$ cat config.mk
export PLATFORM = sky130hd
export DESIGN_NAME = motor_bridge_fault_power_ctrl
export DESIGN_NICKNAME = d
export VERILOG_FILES = /design/src/common/bridge_ctrl_pkg.sv /design/src/logic/motor_bridge_fault_power_ctrl.sv /design/src/logic/sync2.sv
export SDC_FILE = /design/constraint.sdc
export NUM_CORES = 1
export LEC_CHECK = 0
export BUFFER_PORTS_ARGS = -buffer_cell sky130_fd_sc_hd__buf_2
export CAP_MARGIN = 40
export CORE_MARGIN = 1
export CORE_UTILIZATION = 50
export CTS_CLUSTER_DIAMETER = 40
export DETAILED_ROUTE_END_ITERATION = 8
export PLACE_DENSITY = 0.7
export SETUP_SLACK_MARGIN = 0.2
export SYNTH_ARGS = -nofsm -noshare
export SYNTH_HDL_FRONTEND = slang
export SYNTH_SLANG_ARGS = --single-unit
$ cat constraint.sdc
create_clock -name I_CLK -period 2.35 [get_ports I_CLK]
set_input_delay 0.705 -clock I_CLK [delete_from_list [all_inputs] [get_ports I_CLK]]
set_output_delay 0.705 -clock I_CLK [all_outputs]
set_load 0.01 [all_outputs]
$ cat src/common/bridge_ctrl_pkg.sv
package bridge_ctrl_pkg;

    // Wake-up settle time after the low-power request is released
    localparam int WAKE_TIME_US = 1000;
    localparam int CLK_MHZ = 20;
    localparam int WAKE_CYCLES = WAKE_TIME_US * CLK_MHZ;
    // Overcurrent qualification time; value not given, plain default
    localparam int OC_QUAL_TIME_NS = 3000;
    localparam int CLK_PERIOD_NS = 50;
    localparam int OC_QUAL_CYCLES =
        (OC_QUAL_TIME_NS + CLK_PERIOD_NS - 1) / CLK_PERIOD_NS;
    localparam int FET_COUNT = 4;

    localparam logic [3:0] FET_LIMIT_RST = 4'h0;

    typedef enum logic [1:0] {
        ST_OFF,
        ST_WAKE,
        ST_RUN,
        ST_LATCHED
    } op_state_t;

    typedef struct packed {
        logic bridge_en;
        logic charge_pump_en;
        logic aux_regulator_output_en;
        logic clocks_en;
    } power_ctl_t;

endpackage

$ cat src/logic/motor_bridge_fault_power_ctrl.sv
// Operation
// - Clear low resets all logic and holds the bridge disabled.
// - While clear is low, all other control inputs are ignored.
// - Low-power request low stops bridge, charge pump, regulator, clocks.
// - In low power, all control inputs but clear are ignored until the request rises.
// - About 1 ms after wake before normal driving; host waits.
// - Current limit beyond qualification time: bridge off, fault low.
// - Overcurrent shutdown latches until clear pulse or supply cycle.
// - Detection covers high-side and low-side transistors.
// - Detection is independent of the chopping sense path.
// - Over-temperature: bridge off, fault low, resumes automatically.
// - Supply below lockout: everything off and logic reset.
`timescale 1ns/100ps
`default_nettype none
module motor_bridge_fault_power_ctrl
    import bridge_ctrl_pkg::*;
(
    // Clock and reset
    input wire logic I_CLK,
    input wire logic I_RST_N,
    // Host control pins
    input wire logic I_CHIP_CLEAR_N,
    input wire logic I_LOW_POWER_REQUEST_N,
    input wire logic I_IN1,
    input wire logic I_IN2,
    // Analog monitors, one limit flag per FET
    input wire logic [FET_COUNT-1:0] I_FET_LIMIT,
    input wire logic I_THERMAL_TRIP,
    input wire logic I_SUPPLY_LOW_LOCKOUT,
    // Power and bridge control
    output logic O_BRIDGE_EN,
    output logic O_CHARGE_PUMP_EN,
    output logic O_AUX_REGULATOR_OUTPUT_EN,
    output logic O_CLOCKS_EN,
    output logic O_IN1,
    output logic O_IN2,
    output logic O_READY,
    // Open-drain fault flag
    output logic O_FAULT_FLAG_N_O,
    output logic O_FAULT_FLAG_N_OE_N
);

    logic clear_n_s, sleep_n_s, thermal_s, supply_low_lockout_s, in1_s, in2_s;
    logic [FET_COUNT-1:0] limit_s;

    sync2 u_clr (.clk(I_CLK), .d(I_CHIP_CLEAR_N), .q(clear_n_s));
    sync2 u_slp (.clk(I_CLK), .d(I_LOW_POWER_REQUEST_N), .q(sleep_n_s));
    sync2 u_tsd (.clk(I_CLK), .d(I_THERMAL_TRIP), .q(thermal_s));
    sync2 u_uv (.clk(I_CLK), .d(I_SUPPLY_LOW_LOCKOUT), .q(supply_low_lockout_s));
    sync2 u_i1 (.clk(I_CLK), .d(I_IN1), .q(in1_s));
    sync2 u_i2 (.clk(I_CLK), .d(I_IN2), .q(in2_s));

    genvar g;
    generate
        for (g = 0; g < FET_COUNT; g++) begin : g_lim
            sync2 u_l (.clk(I_CLK), .d(I_FET_LIMIT[g]), .q(limit_s[g]));
        end
    endgenerate

    op_state_t state_r, state_nxt;
    logic [14:0] wake_cnt_r, wake_cnt_nxt;
    logic [7:0] oc_cnt_r, oc_cnt_nxt;
    power_ctl_t pwr_r, pwr_nxt;
    logic fault_nxt;
    logic in1_r, in1_nxt, in2_r, in2_nxt, ready_r, ready_nxt;
    logic hold_reset, any_limit, oc_hit, awake;

    // Clear, lockout and chip reset all force the initial state
    assign hold_reset = !I_RST_N || !clear_n_s || supply_low_lockout_s;
    assign any_limit = |limit_s;
    assign oc_hit = any_limit && (oc_cnt_r == 8'(OC_QUAL_CYCLES - 1));

    always_comb begin
        state_nxt = state_r;
        wake_cnt_nxt = wake_cnt_r;
        oc_cnt_nxt = 8'h00;
        case (state_r)
            ST_OFF: begin
                if (sleep_n_s) begin
                    state_nxt = ST_WAKE;
                    wake_cnt_nxt = 15'h0000;
                end
            end
            ST_WAKE: begin
                wake_cnt_nxt = wake_cnt_r + 15'h0001;
                if (wake_cnt_r == 15'(WAKE_CYCLES - 1)) begin
                    state_nxt = ST_RUN;
                end
            end
            ST_RUN: begin
                if (any_limit) begin
                    oc_cnt_nxt = oc_cnt_r + 8'h01;
                end
                if (oc_hit) begin
                    state_nxt = ST_LATCHED;
                end
            end
            ST_LATCHED: begin
                state_nxt = ST_LATCHED;
            end
        endcase
        // Sleep overrides all but reset; an overcurrent latch survives it
        if (!sleep_n_s) begin
            if (state_r == ST_LATCHED) begin
                state_nxt = ST_LATCHED;
            end else begin
                state_nxt = ST_OFF;
            end
            wake_cnt_nxt = 15'h0000;
            oc_cnt_nxt = 8'h00;
        end
        if (hold_reset) begin
            state_nxt = ST_OFF;
            wake_cnt_nxt = 15'h0000;
            oc_cnt_nxt = 8'h00;
        end
    end

    always_comb begin
        // Power stays off in sleep, also while an overcurrent is latched
        awake = (state_nxt != ST_OFF) && sleep_n_s && !hold_reset;
        pwr_nxt.clocks_en = awake;
        pwr_nxt.charge_pump_en = awake;
        pwr_nxt.aux_regulator_output_en = awake;
        pwr_nxt.bridge_en = (state_nxt == ST_RUN) && !thermal_s;
        ready_nxt = (state_nxt == ST_RUN);
        // Steering passes only when the bridge may drive
        in1_nxt = pwr_nxt.bridge_en && in1_s;
        in2_nxt = pwr_nxt.bridge_en && in2_s;
        // Flag follows latch and temperature; releases when both clear
        fault_nxt = (state_nxt == ST_LATCHED) ||
                    (thermal_s && !hold_reset);
    end

    always_ff @(posedge I_CLK) begin
        if (!I_RST_N) begin
            state_r <= ST_OFF;
            wake_cnt_r <= 15'h0000;
            oc_cnt_r <= 8'h00;
            pwr_r <= '0;
            in1_r <= 1'b0;
            in2_r <= 1'b0;
            ready_r <= 1'b0;
        end else begin
            state_r <= state_nxt;
            wake_cnt_r <= wake_cnt_nxt;
            oc_cnt_r <= oc_cnt_nxt;
            pwr_r <= pwr_nxt;
            in1_r <= in1_nxt;
            in2_r <= in2_nxt;
            ready_r <= ready_nxt;
        end
    end

    // Outputs read their own registers, loaded from the next-state decode
    assign O_BRIDGE_EN = pwr_r.bridge_en;
    assign O_CHARGE_PUMP_EN = pwr_r.charge_pump_en;
    assign O_AUX_REGULATOR_OUTPUT_EN = pwr_r.aux_regulator_output_en;
    assign O_CLOCKS_EN = pwr_r.clocks_en;
    assign O_IN1 = in1_r;
    assign O_IN2 = in2_r;
    assign O_READY = ready_r;

    // Fault pin flops; the flag state lives in the enable flop itself
    always_ff @(posedge I_CLK) begin
        O_FAULT_FLAG_N_O <= 1'b0;
        // Enable low means pulling the line low
        O_FAULT_FLAG_N_OE_N <= !(I_RST_N && fault_nxt);
    end

endmodule
`default_nettype wire

$ cat src/logic/sync2.sv
`timescale 1ns/100ps
`default_nettype none
module sync2 (
    input wire logic clk,
    input wire logic d,
    output logic q
);
    logic meta_r;
    always_ff @(posedge clk) begin
        meta_r <= d;
        q <= meta_r;
    end
endmodule
`default_nettype wire

* Yosys cells after proc, flatten, opt, wreduce, memory -nomap -nowiden *
Index checks and enable logic that the tools add are counted.
W data, S select, Z words.

word-level totals
  register bits = 51
  bits in latches = 0
  memory bits (writable) = 0
  bits in read-only memories = 0
  logic and storage cells = 71
  memories = 0

cells by class
  add/sub/neg operators = 2
  multipliers = 0
  div/mod/pow operators = 0
  order comparisons = 0
  eq/ne operators = 7
  shifts and indexed selects = 0
  muxes and demuxes = 7
  bitwise logic cells = 4
  reduce and logical (&&, ||, !) cells = 22

operators by type and width
  operator                 number
  $pmux W15 S2             1
  $add A15 B1 Y15 const B  1
  $eq A15 B15 Y1 const B   1
  $mux W2                  5
  $add A8 B1 Y8 const B    1
  $eq A2 B2 Y1 const B     4
  $eq A8 B6 Y1 const B     1
  $logic_and A1 B1 Y1      8
  $pmux W2 S4              1
  $logic_not A1 Y1         5
  $reduce_or A5 Y1         1
  $not A1 Y1               4
  $reduce_bool A2 Y1       2
  $reduce_or A4 Y1         1
  $logic_or A1 B1 Y1       3
  $reduce_or A3 Y1         1
  $eq A2 B1 Y1 const B     1
  $logic_not A2 Y1         1

* Depth between registers and ports, before layout *
Gate-level depths: netlist of the first run.

  depth in word-level cells = 10
  depth in mapped cells = 6

* Modules after synthesis *
From an unflattened synthesis of the first run, not the netlist that was laid out.

second synthesis, totals
  cell total of the unflattened synthesis = 189
  area, all modules = 1865.5 sq um

by module, submodules not included
  module                         times used  cells each  area an instance (sq um)  sequential area each (sq um)
  motor_bridge_fault_power_ctrl  1           169         1465.2                    620.6
  sync2                          10          2           40.0                      40.0

* Worst setup path after synthesis of the first run *
Ideal clock, no wire load.

  path type = input to register
  from = input port I_RST_N
  to = register wake_cnt_r[5]
  arrival = 1738 ps
  path slack = 525 ps
  stages = 4
  path buffers = 0
  path through = and3b_1 -> nand2_1 -> or4_2 -> o31ai_1

on the way
  word-level cells in the longest chain between the ends = 4
  elaborated cells on any way between the ends = 5
  classes of those cells = 1 x bitwise; 4 x reduce/logical

RTL lines
  item                             RTL line                              text
  start, declared                  motor_bridge_fault_power_ctrl.sv:20   input wire logic I_RST_N,
  $logic_not A1 Y1                 n/a
  $logic_or A1 B1 Y1 (2 in a row)  motor_bridge_fault_power_ctrl.sv:69   assign hold_reset = !I_RST_N || !clear_n_s || supply_low_lockout_s;
  $reduce_or A3 Y1 (no line) (*)   n/a
  end signal, assigned             motor_bridge_fault_power_ctrl.sv:146  wake_cnt_r <= wake_cnt_nxt;
  end, declared                    motor_bridge_fault_power_ctrl.sv:61   logic [14:0] wake_cnt_r, wake_cnt_nxt;

Mark *: on every way between the ends. The rest lies on a longest branch, timed or not.
A chain may end at the register's enable or synchronous reset.

* Worst setup path in the final report of the first run *
  from = register wake_cnt_r[0]
  to = register wake_cnt_r[10]

on the way
  word-level cells in the longest chain between the ends = 2

RTL lines
  item             RTL line                             text
  $add A15 B1 Y15  motor_bridge_fault_power_ctrl.sv:85  wake_cnt_nxt = wake_cnt_r + 15'h0001;
  $pmux W15 S2     motor_bridge_fault_power_ctrl.sv:77  case (state_r)

No other way between the ends.

==> impl_metrics.json, run 1 <==
{
  "coreArea_um2": 3416,
  "worstSetupStartpointType": "flip-flop",
  "drtAntennaViolNets": 0,
  "p_comb_frac": 0.021,
  "grt_overflow_total": 0,
  "hold_ws_ns": 0.3432,
  "ir_drop_uv": 460.9,
  "place_congestion": 0.7964,
  "p_seq_frac": 0.667,
  "via_count": 1381,
  "r2r_slack_ns": 0.47,
  "slowest_stage": "or4_1",
  "place_hpwl_um": 2261,
  "yosysSeqAreaShare": 0.5597,
  "cp_max_fo": 6,
  "p_per_area_nw_per_um2": 656.9,
  "min-delay-start": "u_slp.meta_r",
  "synth-seq-cells": 51,
  "cts_root_buffer": "clkbuf_4",
  "routed_via_density": 5.374,
  "rsz0062_at_grt": "false",
  "syn_area_um2": 1824,
  "hold_class": "flip-flop to flip-flop",
  "finalCriticalPeriod_ns": 1.878,
  "wire_per_inst_um": 12.40,
  "track_usage": 0.1793,
  "p_leak_nw": 0.7325,
  "grt_start_max_net_pins": 21,
  "finalClockSkew_ns": 0.005195,
  "synthCells": 188,
  "ff2ff_path_depth": 6,
  "slowest_delay_ns": 0.47,
  "clk_pin_slew_ns": 0.15,
  "layout-area-overhead-vs-synth_pct": 11.66,
  "hold_end": "u_slp.q",
  "min_path_cells": 0,
  "finalSetupViolCount": 0,
  "drv_cap": 0,
  "path_class": "flip-flop to flip-flop",
  "drive_above_1_share": 0.1848,
  "fp.dieArea_um2": 3894,
  "cts_resized": 0,
  "cp_top_family": "simple AND/OR/NAND/NOR gates",
  "fin_crit_sh": 0.7990,
  "grt_pass1_wl_um": 5416,
  "clockBufferDepth": 2,
  "drv_slew": 0,
  "timing.rr.start": "wake_cnt_r[0]",
  "clock_sinks": 51,
  "synth_cell_types": 38,
  "start_util": 0.5341,
  "worstPathCellList": "ha_1 -> and4_1 -> nand4_1 -> buf_4 -> or4_1 -> a31oi_1",
  "clkLatencyLatePin_ns": 0.37,
  "critPathArrivalTime_ns": 2.19,
  "critPathCaptureType": "flip-flop",
  "grt_pass1_vias": 1234,
  "nNetsFinal": 224,
  "swShare": 0.2341,
  "dieWidth_um": 62.40,
  "cts_tree": "done",
  "outcome": "completed",
  "drtIter0Drc": 66,
  "worst_ep_required_time_ns": 2.66,
  "switching_power_mw": 0.3132,
  "r2r-end": "wake_cnt_r[10]",
  "drcViolationCount": 0,
  "fin_util": 0.5963,
  "hold_violations": 0,
  "syn_area_per_cell_um2": 9.703,
  "setup_tns_ns": 0,
  "fp.dieH_um": 62.40,
  "dr.pass1.iters": 4,
  "row_count": 21,
  "intPower_mw": 1.025,
  "pin_count": 21,
  "diodes": 0,
  "synth_fp_nets": 202,
  "grt_antenna_before_repair": 0,
  "h-tree-depth": 2,
  "critPathBufInv": 1,
  "p_total_mw": 1.338,
  "n_fill_cell": 320,
  "startpoint": "wake_cnt_r[0]",
  "cts_buffers": 5,
  "wirelength_um": 3187,
  "clock.fmax_mhz": 532.6,
  "p_clk_frac": 0.313,
  "yosysWarnings": 0,
  "numPortBuffers": 19
}
per-layer routing:
layer | global-route usage | vias to the layer above | routed length, µm
met5 | 0 | - | 0
met4 | 0.07849 | 0 | 55
met3 | 0.05474 | 5 | 128
met2 | 0.2840 | 29 | 1495
met1 | 0.2246 | 639 | 1508
li1 | - | 708 | -
worst register-to-register path, stage by stage, from the launching register on:
cell and delay [ns]:
dfxtp_1 0.41, ha_1 0.22, and4_1 0.27, nand4_1 0.13, buf_4 0.18, or4_1 0.47
a31oi_1 0.16
stage by stage:
stage,instance area (µm²),setup slack [ns],instances
after detailed placement,1957,0.4065,247
after global routing,2037,0.3063,257
final,2037,0.4724,257
after floorplan,1824,0.5247,188
after global placement,1957,0.4497,247
after CTS,2022,0.4057,255
how the worst max path moves through the flow:
stage,endpoint,slack (ns),cells past startpoint
floorplan,wake_cnt_r[5],0.52,4
CTS,wake_cnt_r[14],0.41,5
global route,wake_cnt_r[10],0.31,6
detailed placement,wake_cnt_r[8],0.41,6
global placement,wake_cnt_r[8],0.45,6
finish,wake_cnt_r[10],0.47,6
power by group through the flow:
stage / logic, mW / registers [mW] / clock network [mW]
floorplan: 0.0164 / 0.908 / 0
global placement: 0.0270 / 0.910 / 0
detailed placement: 0.0281 / 0.911 / 0
CTS: 0.0282 / 0.892 / 0.433
global route: 0.0309 / 0.895 / 0.465
finish: 0.0279 / 0.892 / 0.418
layout make-up:
| type | count | area [µm²] | share of cell area |
|---|---|---|---|
| inverter | 8 | 30.03 | 0.01474 |
| sequential | 51 | 1021 | 0.5012 |
| clock buffer | 5 | 37.54 | 0.01843 |
| tap | 46 | 57.56 | 0.02826 |
| clock inverter | 3 | 27.53 | 0.01351 |
| timing repair buffer | 25 | 140.1 | 0.06880 |
| multi-input combinational | 119 | 723.2 | 0.3550 |
cell usage in the layout, fill, tap and decap left out, types with 2 or more instances in the layout:
cell / n
nand4_1: 3
nand2b_1: 3
clkbuf_4: 5
nor2_1: 15
nand3_1: 6
a21o_1: 2
or4_1: 11
inv_1: 7
nand3b_1: 2
nor4_1: 2
o31ai_1: 2
buf_4: 6
dfxtp_1: 51
nand2_1: 19
xor2_1: 2
nor2b_1: 2
a21oi_1: 9
nor3_1: 4
a31oi_1: 7
o21ai_0: 2
o211ai_1: 8
xnor2_1: 4
ha_1: 2
buf_2: 19
and4_1: 2
cells in the mapped netlist (all sizes together):
cell | n | area share
dfxtp | 51 | 0.56
nand2 | 19 | 0.039
nor2 | 15 | 0.031
or4 | 13 | 0.056
a21oi | 9 | 0.025
inv | 8 | 0.016
o211ai | 8 | 0.033
a31oi | 7 | 0.024
clkbuf | 6 | 0.012
nand3 | 6 | 0.016
buf | 4 | 0.015
nor3 | 4 | 0.011
xnor2 | 4 | 0.019
nand2b | 3 | 0.010
nand4 | 3 | 0.010
a21o | 2 | 0.0082
and4 | 2 | 0.0096
ha | 2 | 0.014
nand3b | 2 | 0.0082
nor2b | 2 | 0.0069
nor4 | 2 | 0.0069
o21ai | 2 | 0.0055
o31ai | 2 | 0.0082
xor2 | 2 | 0.0096
a22oi | 1 | 0.0041
a41oi | 1 | 0.0048
and3b | 1 | 0.0048
and4bb | 1 | 0.0069
conb | 1 | 0.0021
nor3b | 1 | 0.0041
nor4bb | 1 | 0.0055
o21a | 1 | 0.0041
or2 | 1 | 0.0034
or3b | 1 | 0.0048
repair_timing:
action                                  in CTS  in global routing
hold buffers                                 0                  0
endpoints found under the setup margin       0                  1
setup buffers                                0                  2
state kept, by name, summed over array words and instances, names as in the netlist, 2 cells and up:
| signal | cells |
|---|---|
| wake_cnt_r | 15 |
| oc_cnt_r | 8 |
| g_lim.u_l.q | 4 |
| state_r | 2 |
| g_lim.u_l.meta_r | 4 |
kinds of logic (layout without fill, tap and decap cells):
group	count (synthesis)	in the layout	synth area share
AO/OA/AOI/OAI	33	33	0.1166
XOR/XNOR	6	6	0.02881
buffers and inverters	18	41	0.04389
other	1	1	0.002056
adder cells (fa/ha/maj)	2	2	0.01372
flip-flops	51	51	0.5597
AND/OR/NAND/NOR	77	77	0.2353
(Power assumes the default switching activity.)
==> run 2: changes to the inputs <==
- PLACE_DENSITY: 0.7 -> 0.73
- clock period: 2.35 -> 1.55 ns (I/O delays scaled with it)
==> run 2 against run 1 <==
  * The flow now finishes with violations (setup timing)
  * Register-to-register slack got worse by 0.62 ns
  * Critical path depth rose by 1
  * Via count rose by 13%
  * Clock power rose by 52%
  * Clock-buffer cell count did not move
  * Total power rose by 53%
  * Global-route usage rose by 2.7 points
  * Critical path type unchanged
==> impl_metrics.json, run 2 (synthesis gave the netlist of run 1 again) <==
{
  "worstPathCellList": "ha_4 -> and4_1 -> nand4_1 -> buf_6 -> buf_4 -> o211ai_1 -> a31oi_4",
  "mostFrequentLayoutCells": "39 x dfxtp_1, 32 x buf_4, 19 x buf_2",
  "setup_tns_ns": -0.9268,
  "cts_buffers": 5,
  "path_class": "flip-flop to flip-flop",
  "wirelength_um": 4074,
  "drtIter0Drc": 132,
  "grt_pass1_wl_um": 6396,
  "pin_count": 21,
  "largestRegisters": "wake_cnt_r x15, oc_cnt_r x8",
  "grt_start_max_net_pins": 21,
  "fp.dieH_um": 62.40,
  "drcViolationCount": 0,
  "drive_above_1_share": 0.4519,
  "critPathCaptureType": "flip-flop",
  "critPathArrivalTime_ns": 1.96,
  "largest_reg_flops": 15,
  "clock.fmax_mhz": 590.2,
  "p_comb_frac": 0.030,
  "drv_slew": 0,
  "finalSetupViolCount": 15,
  "dr.pass1.iters": 4,
  "finalWorstSetupSlack_ns": -0.1444,
  "hold_ws_ns": 0.1916,
  "hold_violations": 0,
  "postCtsHoldBufs": 0,
  "drv_cap": 0,
  "p_total_mw": 2.046,
  "hold_class": "primary input to flip-flop",
  "cts_root_buffer": "clkbuf_4",
  "dpl_cell_area_um2": 2135,
  "intPower_mw": 1.559,
  "p_leak_nw": 0.9448,
  "clkLatencyLatePin_ns": 0.36,
  "slowest_delay_ns": 0.41,
  "grt_pass1_vias": 1549,
  "worstSetupStartpointType": "flip-flop",
  "violations": "setup timing",
  "multi_input_area_um2": 907.1,
  "cts_tree": "done",
  "cp_top_family": "compound AO/OA/AOI/OAI gates",
  "dieWidth_um": 62.40,
  "final_common_cell": "dfxtp_1",
  "diodes": 0,
  "row_count": 21,
  "numPortBuffers": 19,
  "ir_drop_uv": 860.3,
  "outcome": "complete, but fails checks",
  "p_seq_frac": 0.659,
  "cp_max_fo": 7,
  "p_clk_frac": 0.311,
  "clk_pin_slew_ns": 0.16,
  "place_hpwl_um": 2551,
  "switching_power_mw": 0.4867,
  "clockBufferDepth": 2,
  "worst_ep_required_time_ns": 1.81,
  "p_per_area_nw_per_um2": 831.8,
  "via_count": 1563,
  "n_fill_cell": 252,
  "pre_cts_ws_ns": -0.06466,
  "critPathBufInv": 2,
  "routed_via_density": 5.484,
  "start_util": 0.5341,
  "grt_overflow_total": 0,
  "rsz0062_at_grt": "true",
  "track_usage": 0.2060,
  "seqCellArea_um2": 1044,
  "coreArea_um2": 3416,
  "drtAntennaViolNets": 0,
  "dp.cells": 264,
  "swShare": 0.2379,
  "layout-area-overhead-vs-synth_pct": 34.84,
  "nNetsFinal": 252,
  "fin_cells": 285,
  "finalCriticalPeriod_ns": 1.694,
  "clock_sinks": 51,
  "place_congestion": 0.8368,
  "fin_crit_sh": 1.093,
  "fp.dieArea_um2": 3894,
  "top_register": "wake_cnt_r",
  "finalClockSkew_ns": 0.007610,
  "grt_antenna_before_repair": 0,
  "design_area_um2": 2460,
  "fin_util": 0.7201,
  "slowest_stage": "dfxtp_4",
  "wire_per_inst_um": 14.29,
  "h-tree-depth": 2
}
-- run 2: layer usage --
layer,track usage,vias up,share of wire
li1,-,770,-
met1,0.2284,738,0.41
met2,0.3832,44,0.53
met3,0.04380,11,0.047
met4,0.07267,0,0.017
met5,0,-,0
-- run 2: timing repair --
item | 4_1_cts | 5_1_grt
resized for setup | 16 | 25
pin swaps | 7 | 4
setup buffers | 7 | 6
endpoints found under the setup margin | 26 | 30
-- run 2: power by group through the flow --
stage,Clock [mW],Combinational (mW),Sequential (mW)
finish,0.637,0.0616,1.35
CTS,0.658,0.0572,1.35
global route,0.697,0.0662,1.35
global placement,0,0.0511,1.38
floorplan,0,0.0270,1.38
detailed placement,0,0.0530,1.38
-- run 2: final cells by class --
class / instances / area share
inverter: 8 / 0.01221
tap: 46 / 0.02340
multi-input combinational: 119 / 0.3688
clock inverter: 3 / 0.01068
clock buffer: 5 / 0.01526
timing repair buffer: 53 / 0.1455
sequential: 51 / 0.4242
-- run 2: worst paths after layout --
| check | startpoint | endpoint | slack [ns] | depth (start not counted) |
|---|---|---|---|---|
| setup / recovery | wake_cnt_r[0] | wake_cnt_r[14] | -0.14 | 7 |
| hold / removal | I_FET_LIMIT[0] | g_lim[0].u_l.meta_r | 0.19 | 1 |
| hold reg to reg | g_lim[1].u_l.meta_r | g_lim[1].u_l.q | 0.34 | 0 |
| setup reg to reg | wake_cnt_r[0] | wake_cnt_r[14] | -0.14 | 7 |
==> run 3: changes to the inputs <==
- CORE_ASPECT_RATIO: default -> 0.75
==> run 3 against run 2 <==
  * The run still ends with setup timing left
  * Cell count is 2.5% lower
  * Clock power grew 25%
  * Final area down 1.5%
  * Hold slack improved by 0.064 ns
  * Critical endpoint unchanged
==> impl_metrics.json, run 3 (synthesis gave the netlist of run 1 again) <==
{
  "wirelength_um": 3848,
  "seqCellArea_um2": 1041,
  "place_congestion": 0.8200,
  "p_per_area_nw_per_um2": 908.3,
  "hold_violations": 0,
  "routed_via_density": 5.496,
  "worst_ep_required_time_ns": 1.79,
  "largest_reg_flops": 15,
  "clock_sinks": 51,
  "drive_above_1_share": 0.3950,
  "critPathArrivalTime_ns": 1.91,
  "pin_count": 21,
  "grt_overflow_total": 0,
  "finalSetupViolCount": 14,
  "dpl_cell_area_um2": 2120,
  "p_leak_nw": 0.9167,
  "grt_start_max_net_pins": 21,
  "p_comb_frac": 0.028,
  "grt_pass1_vias": 1297,
  "switching_power_mw": 0.5012,
  "swShare": 0.2277,
  "top_register": "wake_cnt_r",
  "layout-area-overhead-vs-synth_pct": 32.85,
  "fp.dieH_um": 54.31,
  "numPortBuffers": 19,
  "pre_cts_ws_ns": -0.06114,
  "row_count": 18,
  "worstPathCellList": "ha_4 -> and4_4 -> nand4_1 -> or4_1 -> a31oi_1",
  "clk_pin_slew_ns": 0.10,
  "finalCriticalPeriod_ns": 1.668,
  "ir_drop_uv": 934.8,
  "fin_crit_sh": 1.076,
  "multi_input_area_um2": 848.3,
  "clockBufferDepth": 2,
  "n_fill_cell": 241,
  "p_clk_frac": 0.361,
  "worstSetupStartpointType": "flip-flop",
  "cts_tree": "done",
  "grt_antenna_before_repair": 0,
  "start_util": 0.5400,
  "final_common_cell": "dfxtp_1",
  "drtAntennaViolNets": 0,
  "wire_per_inst_um": 13.84,
  "rsz0062_at_grt": "true",
  "fin_cells": 278,
  "finalClockSkew_ns": 0.007138,
  "drcViolationCount": 0,
  "drv_cap": 0,
  "dieWidth_um": 71.75,
  "p_seq_frac": 0.611,
  "largestRegisters": "wake_cnt_r x15, oc_cnt_r x8",
  "finalWorstSetupSlack_ns": -0.1180,
  "track_usage": 0.1979,
  "fin_util": 0.7174,
  "hold_ws_ns": 0.2560,
  "fp.dieArea_um2": 3896,
  "diodes": 0,
  "outcome": "complete, but fails checks",
  "h-tree-depth": 2,
  "drtIter0Drc": 103,
  "hold_class": "primary input to flip-flop",
  "setup_tns_ns": -0.6484,
  "slowest_stage": "or4_1",
  "via_count": 1528,
  "grt_pass1_wl_um": 5796,
  "violations": "setup timing",
  "coreArea_um2": 3378,
  "cts_root_buffer": "clkbuf_8",
  "mostFrequentLayoutCells": "41 x dfxtp_1, 29 x buf_4, 19 x buf_2",
  "intPower_mw": 1.700,
  "cp_max_fo": 7,
  "place_hpwl_um": 2377,
  "slowest_delay_ns": 0.54,
  "drv_slew": 0,
  "clkLatencyLatePin_ns": 0.30,
  "critPathCaptureType": "flip-flop",
  "path_class": "flip-flop to flip-flop",
  "nNetsFinal": 251,
  "p_total_mw": 2.201,
  "cts_buffers": 5,
  "dr.pass1.iters": 4,
  "dp.cells": 257,
  "clock.fmax_mhz": 599.5,
  "design_area_um2": 2424
}
## run 3: what timing repair did
action                                  4_1_cts  5_1_grt
pin swaps                                     7        5
resized for setup                            17       10
hold buffers                                  0        0
endpoints found under the setup margin       25       26
setup buffers                                 9        4
## run 3: layout make-up
type,count,area share
clock buffers,5,0.02839
clock inverters,3,0.01136
inverters,8,0.01239
multi-input cells,119,0.3500
flip-flops and latches,51,0.4295
well taps,40,0.02065
repair buffers,52,0.1477
## run 3: metal layers
layer	track usage	routed length (µm)
met3	0.05709	149
met2	0.3553	1935
met1	0.2368	1753
met5	0	0
met4	0.05556	10
## run 3: critical path: cells and delay by family, from the launching register on
kind	cells	cell delay (ns)
AND/OR/NAND/NOR	3	0.96
AO/OA/AOI/OAI	1	0.13
adder cells (fa/ha/maj)	1	0.13
flip-flops	1	0.38
## run 3: path summary, 6_finish.rpt
check | from | to | slack [ns] | cells past startpoint
max reg2reg | wake_cnt_r[1] | wake_cnt_r[14] | -0.12 | 5
min | I_CHIP_CLEAR_N | u_clr.meta_r | 0.26 | 1
min reg2reg | g_lim[2].u_l.meta_r | g_lim[2].u_l.q | 0.33 | 0
max | wake_cnt_r[1] | wake_cnt_r[14] | -0.12 | 5
## run 3: power groups by stage
| stage | combinational [mW] | clock (mW) | sequential, mW |
|---|---|---|---|
| after floorplan | 0.0270 | 0 | 1.38 |
| after global placement | 0.0521 | 0 | 1.38 |
| after detailed placement | 0.0537 | 0 | 1.38 |
| after CTS | 0.0577 | 0.814 | 1.35 |
| after global routing | 0.0681 | 0.870 | 1.35 |
| final | 0.0622 | 0.794 | 1.34 |
